`config.mk`:
```
export PLATFORM = sky130hd
export DESIGN_NAME = usc_core
export DESIGN_NICKNAME = d
export VERILOG_FILES = /design/src/verilog/usc_pkg.sv /design/src/verilog/usc_core.sv
export SDC_FILE = /design/constraint.sdc
export NUM_CORES = 1
export LEC_CHECK = 0
export BUFFER_PORTS_ARGS = -buffer_cell sky130_fd_sc_hd__buf_2
export CORE_UTILIZATION = 63
export DETAILED_ROUTE_END_ITERATION = 10
export GPL_TIMING_DRIVEN = 0
export MAX_ROUTING_LAYER = met4
export PLACE_DENSITY_LB_ADDON = 0.2
export SYNTH_ARGS = -nofsm -noshare
export SYNTH_HDL_FRONTEND = slang
export SYNTH_SLANG_ARGS = --single-unit
```
`constraint.sdc`:
```
create_clock -name ref_clk -period 5.15 [get_ports ref_clk]
set_clock_uncertainty 0.05 [all_clocks]
set_input_delay 1.03 -clock ref_clk [delete_from_list [all_inputs] [get_ports ref_clk]]
set_output_delay 1.03 -clock ref_clk [all_outputs]
set_load 0.02 [all_outputs]
```
`src/verilog/usc_pkg.sv`:
```
// Constants, register map and state layout of the serial transceiver core.
// Assumes one 100 MHz clock and a plain strobed register port.
`default_nettype none
package usc_pkg;
  // ********************************************************************
  // Register map
  // ********************************************************************
  localparam logic [4:0] OFF_CONTROL_FIRST_REG   = 5'h00;
  localparam logic [4:0] OFF_CONTROL_SECOND_REG   = 5'h04;
  localparam logic [4:0] OFF_BAUD    = 5'h08;
  localparam logic [4:0] OFF_INTERRUPT_FLAG_REG = 5'h0c;
  localparam logic [4:0] OFF_STATUS  = 5'h10;
  localparam logic [4:0] OFF_DBG     = 5'h14;
  localparam logic [4:0] OFF_DATA    = 5'h18;
  // ********************************************************************
  // Field positions
  // ********************************************************************
  localparam int CA_SOFT_RESET_BIT  = 0;
  localparam int CA_ENABLE = 1;
  localparam int CA_MODE   = 2;
  localparam int CA_COMM_MODE_BIT  = 4;
  localparam int CA_CLOCK_POLARITY_BIT   = 5;
  localparam int CA_IMMEDIATE_OVERFLOW_NOTIFY   = 6;
  localparam int CA_LSBF   = 7;
  localparam int CA_SAMPR  = 8;
  localparam int CA_SAMPLE_ADJUST_FIELD  = 10;
  localparam int CB_CHSIZE = 0;
  localparam int CB_SBMODE = 3;
  localparam int CB_TRANSMITTER_ENABLE_BIT   = 4;
  localparam int CB_RECEIVER_ENABLE_BIT   = 5;
  localparam int CB_PAREN  = 6;
  localparam int CB_PMODE  = 7;
  localparam int IF_DRE    = 0;
  localparam int IF_TXC    = 1;
  localparam int IF_RXC    = 2;
  localparam int ST_PARITY_ERROR_BIT   = 0;
  localparam int ST_FRAME_ERROR_BIT   = 1;
  localparam int ST_OVF    = 2;
  // ********************************************************************
  // Encodings and counts
  // ********************************************************************
  localparam logic [1:0] MODE_EXT = 2'h0;
  localparam logic [1:0] MODE_INT = 2'h1;
  localparam logic [1:0] SAMPR_8  = 2'h1;
  localparam logic [1:0] SAMPR_3  = 2'h2;
  localparam logic [4:0] SPB_16   = 5'h10;
  localparam logic [4:0] SPB_8    = 5'h08;
  localparam logic [4:0] SPB_3    = 5'h03;
  localparam logic [4:0] VOTE16_FIRST = 5'h07;
  localparam logic [4:0] VOTE8_FIRST  = 5'h03;
  localparam logic [4:0] VOTE3_MID    = 5'h02;
  localparam logic [2:0] CHSIZE_9 = 3'h1;
  // ********************************************************************
  // Types
  // ********************************************************************
  typedef enum logic [1:0] {RX_IDLE = 2'b01, RX_FRAME = 2'b10} usc_rx_t;
  typedef struct packed {
    logic [4:0]  addr;
    logic [15:0] wdata;
    logic        wr;
    logic        rd;
  } usc_req_t;
  typedef struct packed {
    logic [11:0]     control_first_reg;
    logic [7:0]      control_second_reg;
    logic [15:0]     baud;
    logic            dbg;
    logic [2:0]      stat;
    logic            transmit_complete_flag;
    logic [15:0]     rdata;
    logic            holdV;
    logic [8:0]      hold;
    logic            txBusy;
    logic [12:0]     txSh;
    logic [3:0]      txLeft;
    logic            txd;
    logic [4:0]      txSmp;
    logic [15:0]     baudCnt;
    logic            xckOut;
    logic            xckS1;
    logic            xckS2;
    logic            xckS3;
    logic            rxS1;
    logic            rxS2;
    usc_rx_t         rxSt;
    logic [4:0]      rxSmp;
    logic [1:0]      rxVote;
    logic [3:0]      rxBit;
    logic [9:0]      rxSh;
    logic [1:0][9:0] fifo;
    logic            fHead;
    logic [1:0]      fCnt;
  } usc_state_t;
  localparam usc_state_t ST_RST = '{rxSt: RX_IDLE, txd: 1'b1, xckS1: 1'b1, xckS2: 1'b1,
                                    xckS3: 1'b1, rxS1: 1'b1, rxS2: 1'b1, default: '0};
endpackage
`default_nettype wire

```
`src/verilog/usc_core.sv`:
```
// Serial transceiver core: registers, baud generator, transmitter, receiver.
// Assumes rxd and xckIn come from pins; the register port shares ref_clk.
//
// Local design decisions: the plain strobed port and the placing of the registers.
`timescale 1ns/1ps
`default_nettype none
module usc_core (
  input  wire logic              ref_clk,
  input  wire logic              rst_n,
  input  wire logic              clkEn,
  input  wire usc_pkg::usc_req_t regReq,
  output logic [15:0]            regRdata,
  output logic                   txd,
  input  wire logic              rxd,
  input  wire logic              xckIn,
  output logic                   xckOut,
  output logic                   xckOe
);
  // ********************************************************************
  // Decoding helpers
  // ********************************************************************
  function automatic logic [3:0] dataLen(input logic [2:0] chsize);
    if (chsize == usc_pkg::CHSIZE_9) begin
      return 4'h9;
    end
    if (chsize >= 3'h5) begin
      return {1'b0, chsize};
    end
    return 4'h8;
  endfunction

  function automatic logic [4:0] samplesPerBit(input logic [1:0] sampr);
    case (sampr)
      usc_pkg::SAMPR_8: return usc_pkg::SPB_8;
      usc_pkg::SAMPR_3: return usc_pkg::SPB_3;
      default:          return usc_pkg::SPB_16;
    endcase
  endfunction

  function automatic logic [1:0] voteWeight(input logic [1:0] sampr, input logic [4:0] idx);
    case (sampr)
      usc_pkg::SAMPR_8: return {1'b0, idx >= usc_pkg::VOTE8_FIRST
                                && idx <= usc_pkg::VOTE8_FIRST + 5'h2};
      usc_pkg::SAMPR_3: return (idx == usc_pkg::VOTE3_MID) ? 2'h3 : 2'h0;
      default:          return {1'b0, idx >= usc_pkg::VOTE16_FIRST
                                && idx <= usc_pkg::VOTE16_FIRST + 5'h2};
    endcase
  endfunction

  function automatic logic [8:0] orderBits(input logic [8:0] d, input logic [3:0] len,
                                           input logic rev);
    logic [8:0] r;
    r = '0;
    for (int i = 0; i < 9; i++) begin
      if (4'(i) < len) begin
        r[i] = rev ? d[4'(len - 4'h1 - 4'(i))] : d[i];
      end
    end
    return r;
  endfunction

  function automatic logic parityOf(input logic [8:0] d);
    return ^d;
  endfunction

  function automatic logic [12:0] buildFrame(input logic [8:0] d, input logic [3:0] len,
                                             input logic lsbF, input logic parEn,
                                             input logic pOdd);
    logic [8:0]  o;
    logic [12:0] f;
    o = orderBits(d, len, !lsbF);
    f = '1;
    f[0] = 1'b0;
    for (int i = 0; i < 9; i++) begin
      if (4'(i) < len) begin
        f[i + 1] = o[i];
      end
    end
    if (parEn) begin
      f[len + 4'h1] = parityOf(orderBits(d, len, 1'b0)) ^ pOdd;
    end
    return f;
  endfunction

  // ********************************************************************
  // State and working signals
  // ********************************************************************
  usc_pkg::usc_state_t state_r;
  usc_pkg::usc_state_t state_nxt;
  logic                en;
  logic                syncMode;
  logic                intClk;
  logic [15:0]         div;
  logic                tick;
  logic                rise;
  logic                fall;
  logic                chgEdge;
  logic                smpEdge;
  logic                sampleTick;
  logic [4:0]          spb;
  logic                txBitEdge;
  logic                rxOn;
  logic                push;
  logic                pop;
  logic                bitDone;
  logic                bitVal;
  logic [3:0]          dlen;
  logic [3:0]          nBits;
  logic [3:0]          flen;
  logic                parEn;
  logic                pOdd;
  logic                lsbF;
  logic [8:0]          receive_holding_reg;
  logic [12:0]         frame;
  logic [1:0]          voteSum;
  logic                swReset;

  always_comb begin
    state_nxt = state_r;
    // ******************************************************************
    // Pin synchronisers
    // ******************************************************************
    state_nxt.rxS1  = rxd;
    state_nxt.rxS2  = state_r.rxS1;
    state_nxt.xckS1 = xckIn;
    state_nxt.xckS2 = state_r.xckS1;
    state_nxt.xckS3 = state_r.xckS2;
    // ******************************************************************
    // Configuration decode and clock generation
    // ******************************************************************
    en       = state_r.control_first_reg[usc_pkg::CA_ENABLE];
    syncMode = state_r.control_first_reg[usc_pkg::CA_COMM_MODE_BIT];
    intClk   = state_r.control_first_reg[usc_pkg::CA_MODE +: 2] == usc_pkg::MODE_INT;
    lsbF     = state_r.control_first_reg[usc_pkg::CA_LSBF];
    parEn    = state_r.control_second_reg[usc_pkg::CB_PAREN];
    pOdd     = state_r.control_second_reg[usc_pkg::CB_PMODE];
    dlen     = dataLen(state_r.control_second_reg[usc_pkg::CB_CHSIZE +: 3]);
    nBits    = dlen + {3'h0, parEn};
    flen     = 4'h2 + nBits + {3'h0, state_r.control_second_reg[usc_pkg::CB_SBMODE]};
    spb      = samplesPerBit(state_r.control_first_reg[usc_pkg::CA_SAMPR +: 2]);
    div      = syncMode ? {8'h00, state_r.baud[7:0]} : state_r.baud;
    tick     = en && intClk && state_r.baudCnt == div;
    state_nxt.baudCnt = (!en || tick) ? 16'h0000 : state_r.baudCnt + 16'h0001;
    if (!en || !syncMode || !intClk) begin
      state_nxt.xckOut = 1'b0;
    end else if (tick) begin
      state_nxt.xckOut = ~state_r.xckOut;
    end
    if (intClk) begin
      rise = tick && !state_r.xckOut;
      fall = tick && state_r.xckOut;
    end else begin
      rise = state_r.xckS2 && !state_r.xckS3;
      fall = !state_r.xckS2 && state_r.xckS3;
    end
    chgEdge    = state_r.control_first_reg[usc_pkg::CA_CLOCK_POLARITY_BIT] ? fall : rise;
    smpEdge    = state_r.control_first_reg[usc_pkg::CA_CLOCK_POLARITY_BIT] ? rise : fall;
    sampleTick = en && (intClk ? tick : rise);
    if (sampleTick) begin
      state_nxt.txSmp = (state_r.txSmp >= spb - 5'h1) ? 5'h00 : state_r.txSmp + 5'h01;
    end
    txBitEdge = syncMode ? (en && chgEdge)
                         : (sampleTick && state_r.txSmp >= spb - 5'h1);
    // ******************************************************************
    // Register port
    // ******************************************************************
    swReset = 1'b0;
    pop     = 1'b0;
    if (regReq.wr) begin
      case (regReq.addr)
        usc_pkg::OFF_CONTROL_FIRST_REG: begin
          if (regReq.wdata[usc_pkg::CA_SOFT_RESET_BIT]) begin
            swReset = 1'b1;
          end else if (en) begin
            state_nxt.control_first_reg[usc_pkg::CA_ENABLE] = regReq.wdata[usc_pkg::CA_ENABLE];
          end else begin
            state_nxt.control_first_reg = {regReq.wdata[11:1], 1'b0};
          end
        end
        usc_pkg::OFF_CONTROL_SECOND_REG: begin
          if (en) begin
            state_nxt.control_second_reg[usc_pkg::CB_TRANSMITTER_ENABLE_BIT] = regReq.wdata[usc_pkg::CB_TRANSMITTER_ENABLE_BIT];
            state_nxt.control_second_reg[usc_pkg::CB_RECEIVER_ENABLE_BIT] = regReq.wdata[usc_pkg::CB_RECEIVER_ENABLE_BIT];
          end else begin
            state_nxt.control_second_reg = regReq.wdata[7:0];
          end
        end
        usc_pkg::OFF_BAUD: begin
          if (!en) begin
            state_nxt.baud = regReq.wdata;
          end
        end
        usc_pkg::OFF_INTERRUPT_FLAG_REG: begin
          if (regReq.wdata[usc_pkg::IF_TXC]) begin
            state_nxt.transmit_complete_flag = 1'b0;
          end
        end
        usc_pkg::OFF_STATUS: state_nxt.stat = state_r.stat & ~regReq.wdata[2:0];
        usc_pkg::OFF_DBG:    state_nxt.dbg = regReq.wdata[0];
        usc_pkg::OFF_DATA: begin
          state_nxt.hold  = regReq.wdata[8:0];
          state_nxt.holdV = 1'b1;
          state_nxt.transmit_complete_flag   = 1'b0;
        end
        default: ;
      endcase
    end
    if (regReq.rd) begin
      case (regReq.addr)
        usc_pkg::OFF_CONTROL_FIRST_REG:   state_nxt.rdata = {4'h0, state_r.control_first_reg};
        usc_pkg::OFF_CONTROL_SECOND_REG:   state_nxt.rdata = {8'h00, state_r.control_second_reg};
        usc_pkg::OFF_BAUD:    state_nxt.rdata = state_r.baud;
        usc_pkg::OFF_INTERRUPT_FLAG_REG: state_nxt.rdata = {13'h0000, state_r.fCnt != 2'h0,
                                                 state_r.transmit_complete_flag, !state_r.holdV};
        usc_pkg::OFF_STATUS:  state_nxt.rdata = {13'h0000, state_r.stat};
        usc_pkg::OFF_DBG:     state_nxt.rdata = {15'h0000, state_r.dbg};
        usc_pkg::OFF_DATA: begin
          state_nxt.rdata = {7'h00, state_r.fifo[state_r.fHead][8:0]};
          pop = state_r.fCnt != 2'h0;
        end
        default:              state_nxt.rdata = 16'h0000;
      endcase
    end
    // ******************************************************************
    // Transmitter
    // ******************************************************************
    frame = buildFrame(state_r.hold, dlen, lsbF, parEn, pOdd);
    if (!en) begin
      state_nxt.txBusy = 1'b0;
      state_nxt.txLeft = 4'h0;
      state_nxt.txd    = 1'b1;
    end else if ((state_r.control_second_reg[usc_pkg::CB_TRANSMITTER_ENABLE_BIT] || state_r.txBusy) && txBitEdge) begin
      if (state_r.txLeft != 4'h0) begin
        state_nxt.txd    = state_r.txSh[0];
        state_nxt.txSh   = {1'b1, state_r.txSh[12:1]};
        state_nxt.txLeft = state_r.txLeft - 4'h1;
      end else if (state_r.holdV) begin
        state_nxt.txd    = frame[0];
        state_nxt.txSh   = {1'b1, frame[12:1]};
        state_nxt.txLeft = flen - 4'h1;
        state_nxt.holdV  = 1'b0;
        state_nxt.txBusy = 1'b1;
      end else begin
        state_nxt.transmit_complete_flag    = state_r.transmit_complete_flag | state_r.txBusy;
        state_nxt.txBusy = 1'b0;
        state_nxt.txd    = 1'b1;
      end
    end
    // ******************************************************************
    // Receiver
    // ******************************************************************
    rxOn    = en && state_r.control_second_reg[usc_pkg::CB_RECEIVER_ENABLE_BIT];
    push    = 1'b0;
    voteSum = state_r.rxVote + (state_r.rxS2 ? voteWeight(state_r.control_first_reg[usc_pkg::CA_SAMPR +: 2],
                                          state_r.rxSmp + 5'h01) : 2'h0);
    if (syncMode) begin
      bitDone = smpEdge;
      bitVal  = state_r.rxS2;
    end else begin
      bitDone = sampleTick && state_r.rxSmp + 5'h01 >= spb;
      bitVal  = voteSum >= 2'h2;
    end
    receive_holding_reg = orderBits(state_r.rxSh[8:0], dlen, !lsbF);
    if (pop) begin
      state_nxt.fHead = ~state_r.fHead;
      state_nxt.fCnt  = state_r.fCnt - 2'h1;
      if (state_r.fCnt == 2'h2 && state_r.fifo[~state_r.fHead][9]) begin
        state_nxt.stat[usc_pkg::ST_OVF] = 1'b1;
        state_nxt.fifo[~state_r.fHead][9] = 1'b0;
      end
    end
    case (state_r.rxSt)
      usc_pkg::RX_IDLE: begin
        state_nxt.rxSmp  = 5'h00;
        state_nxt.rxVote = 2'h0;
        if (rxOn && !state_r.rxS2 && (!syncMode || smpEdge)) begin
          state_nxt.rxSt  = usc_pkg::RX_FRAME;
          state_nxt.rxBit = syncMode ? 4'h1 : 4'h0;
        end
      end
      usc_pkg::RX_FRAME: begin
        if (sampleTick && !syncMode) begin
          state_nxt.rxSmp  = bitDone ? 5'h00 : state_r.rxSmp + 5'h01;
          state_nxt.rxVote = bitDone ? 2'h0 : voteSum;
        end
        if (bitDone) begin
          if (state_r.rxBit == 4'h0 && bitVal) begin
            state_nxt.rxSt = usc_pkg::RX_IDLE;
          end else if (state_r.rxBit == 4'h0) begin
            state_nxt.rxBit = 4'h1;
          end else if (state_r.rxBit <= nBits) begin
            state_nxt.rxSh[state_r.rxBit - 4'h1] = bitVal;
            state_nxt.rxBit = state_r.rxBit + 4'h1;
          end else begin
            state_nxt.rxSt = usc_pkg::RX_IDLE;
            push = 1'b1;
            if (!bitVal) begin
              state_nxt.stat[usc_pkg::ST_FRAME_ERROR_BIT] = 1'b1;
            end
            if (parEn && (parityOf(receive_holding_reg) ^ pOdd) != state_r.rxSh[dlen]) begin
              state_nxt.stat[usc_pkg::ST_PARITY_ERROR_BIT] = 1'b1;
            end
          end
        end
      end
      default: state_nxt.rxSt = usc_pkg::RX_IDLE;
    endcase
    if (push) begin
      if (state_nxt.fCnt == 2'h2) begin
        if (state_r.control_first_reg[usc_pkg::CA_IMMEDIATE_OVERFLOW_NOTIFY]) begin
          state_nxt.stat[usc_pkg::ST_OVF] = 1'b1;
        end else begin
          state_nxt.fifo[~state_nxt.fHead][9] = 1'b1;
        end
      end else begin
        state_nxt.fifo[state_nxt.fHead ^ state_nxt.fCnt[0]] = {1'b0, receive_holding_reg};
        state_nxt.fCnt = state_nxt.fCnt + 2'h1;
      end
    end
    if (!rxOn) begin
      state_nxt.rxSt  = usc_pkg::RX_IDLE;
      state_nxt.fCnt  = 2'h0;
      state_nxt.fHead = 1'b0;
      state_nxt.fifo  = '0;
      state_nxt.stat  = 3'h0;
    end
    if (swReset) begin
      state_nxt     = usc_pkg::ST_RST;
      state_nxt.dbg = state_r.dbg;
    end
  end

  always_ff @(posedge ref_clk or negedge rst_n) begin
    if (!rst_n) begin
      state_r <= usc_pkg::ST_RST;
    end else if (clkEn) begin
      state_r <= state_nxt;
    end
  end

  assign regRdata = state_r.rdata;
  assign txd      = state_r.txd;
  assign xckOut   = state_r.xckOut;
  assign xckOe    = en && syncMode && intClk;
endmodule // usc_core
`default_nettype wire

```
==> flow_summary.toml <==
[run_status]
status = "complete, no violations"

[cts]
postCtsSetupRepairBufs = 0
cts_max_level = 4
cts_hold_buf = 0
clockBufferDepth = 2
clk_pin_slew_ps = 70
cts_sinks = 158
clk_latency_ps = 440
root_buffer = "clkbuf_16"
ctsResizeCount = 0
cts_tree = "built"
cts_made_buffers = 17

[drt]
routed_via_density = 6.63
wl_per_cell_um = 21.1
first_pass_iters = 7
antenna_left = 0
via_count = 10100
drc_errors = 0
first_iter_violations = 1197
routed_wl_mm = 32.0

[sta]
min_period_over_period_pct = 92.3
slew_viol_final = 0
min_period_ps = 4750
relSlewSlack_pct = 28.8
hold_viol_final = 0
tightest_slew_ps = 1060
finalSetupViolations = 0
grt_setup_unrepaired = "false"
fmax_ghz = 0.210
fin_setup_tns_ps = 0

[setup_path]
cp_slowest_stage_delay_ps = 580
path_common_cell = "clkbuf_1"
path_depth = 13
critPathLaunch = "state_r[140]$_DFFE_PN0P_"
rr_worst_depth = 13
critPathLaunchType = "register"
setup.worst_path.end = "state_r[86]$_DFFE_PN0P_"
path_cells = "nand2b_1, and2_1, buf_2, buf_2, ha_1, clkbuf_1, clkbuf_1, clkbuf_1, mux2_2, o21ai_0, nand4_1, a32o_1, a22o_1"
rr_startpoint = "state_r[140]$_DFFE_PN0P_"
endpoint_kind = "register"
reg2reg_to = "state_r[86]$_DFFE_PN0P_"
worstSetupPathType = "reg2reg"
cp.required_ps = 5420
critPathTopFamily = "buffers and inverters"
cp_max_fo = 12
worstPathArrival_ps = 5020
crit_buf_inv = 5
critPathSlowestCell = "clkbuf_1"
reg2reg_slack_ps = 400

[global_route]
gr-usage-met2_pct = 55.3
antenna_found_initial = 1
grt_overflow = 0
grt_usage_pct = 38.7
grtUsageMet3_pct = 8.95
grt_pass1_wl_mm = 50.4
grt_util_met1_pct = 54.0
busiest_layer = "met2"
grt_pass1_vias = 9224
grt_max_degree = 100

[placement]
placed_area_um2 = 11100
place_congestion = 0.990
portBuffers = 43
hpwl_mm = 23.4

[final_layout]
drive_above_1_share_pct = 11.5
multi_input_area_um2 = 6020
fillers = 1257
nets = 1355
synthToLayoutAreaGrowth_pct = 10.3
seqCellArea_um2 = 3960
final_area_um2 = 11700

[yosys]
synthArstFlopShare_pct = 100
synth_flop_cell = "dfrtp_1"
ys_seq_elements = 158
syn_area_um2 = 10600
ys.warnings.count = 0
avgSynthCellArea_um2 = 8.64
syn-num-nets = 1292
synth_seq_area_share_pct = 37.5
syn-instance-count = 1223
synth_edf_count = 0
synth.distinct_cells = 80

[floorplan]
dieArea_um2 = 17300
num_rows = 46
ios = 47
coreArea_um2 = 16100
die_y_um = 132
die_x_um = 132
start_util_pct = 65.6

[power]
p_leak_nw = 5.14
ir_drop_v = 0.000254
powerDensity_nw_per_um2 = 282

[job]
maxCapViolations = 0

[worst_hold_path]
hold_path.class = "reg2reg"
==> flip-flops by register name (all words and copies together) (netlist names) <==
name      cells
state_r     136
pOdd          1
txd           1
en            1
regRdata     16
xckOut        1
parEn         1
lsbF          1
==> per-layer routing <==
| metal | vias to the layer above | wire length (um) |
|---|---|---|
| met5 | - | 0 |
| met4 | 0 | 856 |
| met3 | 87 | 3470 |
| met2 | 566 | 14100 |
| met1 | 4856 | 13600 |
| li1 | 4542 | - |
==> placed cells by master, fill, tap and decap left out, types with 7 or more instances in the layout <==
cell	Yosys	final
clkbuf_1	56	59
nor3_1	20	20
xor2_1	13	13
nand2_1	176	176
mux4_2	9	9
ha_1	41	41
o31ai_1	10	10
o2bb2ai_1	8	8
a211oi_1	16	16
inv_1	46	46
nand3b_1	8	8
buf_4	16	16
nor2_1	64	64
dfstp_2	7	7
clkbuf_16	0	17
nor4_1	7	7
a21o_1	7	7
a31oi_1	14	14
and2_1	11	11
a22o_1	32	32
a32o_1	7	7
nand2b_1	25	25
o21ai_2	9	9
a21oi_1	60	60
dfrtp_1	151	151
and3_1	25	25
nor2b_1	11	11
o21ai_0	133	133
mux2i_1	29	29
xnor2_1	34	34
o22ai_1	9	9
nand3_1	37	37
nand4_1	12	12
mux2_2	11	11
buf_2	6	48
==> logic make-up after synthesis <==
logic type	synth area share (%)
xor+xnor	4.11
compound gates	22.7
mux	5.84
fa+ha+maj	4.85
buf+inv	5.57
other cells	0.0355
simple gates	19.4
flops	37.5
==> worst register-to-register path: cells and delay by family (launching register included) <==
family / cells / cell delay (ps)
buf+inv: 5 / 1860
simple gates: 3 / 750
compound gates: 3 / 720
flops: 1 / 480
mux: 1 / 400
fa+ha+maj: 1 / 390
==> cell type report <==
| type | count | share of cell area (%) |
|---|---|---|
| Tap cell | 216 | 2.32 |
| Buffer | 86 | 3.48 |
| Antenna cell | 1 | 0.0215 |
| Clock buffer | 21 | 3.87 |
| Timing Repair Buffer | 44 | 2.17 |
| Multi-Input combinational cell | 931 | 51.6 |
| Sequential cell | 158 | 34.0 |
| Clock inverter | 11 | 0.934 |
| Inverter | 48 | 1.57 |
==> through the flow <==
stage	setup WS [ps]	cells	util [%]	total power (W)	hold WS, ps
floorplan	1160	1223	-	0.00183	400
global placement	327	1482	68.6	0.00203	409
detailed placement	312	1483	68.8	0.00204	415
CTS	603	1515	72.3	0.00326	428
global route	59.0	1516	72.3	0.00339	449
finish	395	1516	72.3	0.00328	428
==> power breakdown <==
group,internal [W],switching (W),leakage (nW)
Combinational,0.000259,0.000417,2.73
Clock,0.000684,0.000549,0.266
Sequential,0.00130,0.0000771,2.15
Total,0.00224,0.00104,5.14
==> synth_stat cells, types with 9 or more instances <==
master	n	area (um^2)
a21oi_1	60	300
a31oi_1	14	87.6
mux2_2	11	124
mux4_2	9	203
nand3_1	37	185
o22ai_1	9	56.3
and2_1	11	68.8
dfrtp_1	151	3780
nand4_1	12	75.1
and3_1	25	156
xor2_1	13	114
mux2i_1	29	290
o21ai_2	9	78.8
inv_1	46	173
nor2_1	64	240
clkbuf_1	56	210
nor3_1	20	100
a211oi_1	16	120
o31ai_1	10	75.1
buf_4	16	120
ha_1	41	513
o21ai_0	133	666
nand2b_1	25	156
nand2_1	176	661
a22o_1	32	280
xnor2_1	34	298
nor2b_1	11	68.8
==> how the worst min path moves through the flow <==
| stage | from | endpoint | slack [ps] | cells after the start |
|---|---|---|---|---|
| 6_report | state_r[4]$_DFFE_PN0P_ | state_r[4]$_DFFE_PN0P_ | 430 | 2 |
| 5_1_grt | state_r[4]$_DFFE_PN0P_ | state_r[4]$_DFFE_PN0P_ | 450 | 2 |
| 4_1_cts | state_r[4]$_DFFE_PN0P_ | state_r[4]$_DFFE_PN0P_ | 430 | 2 |
| 3_5_place_dp | state_r[5]$_DFFE_PN0P_ | state_r[5]$_DFFE_PN0P_ | 410 | 2 |
| 3_3_place_gp | state_r[3]$_DFFE_PN0P_ | state_r[3]$_DFFE_PN0P_ | 410 | 2 |
| 2_1_floorplan | state_r[13]$_DFFE_PN0P_ | state_r[13]$_DFFE_PN0P_ | 400 | 2 |
Note: power is estimated with default switching activity, not from simulation.
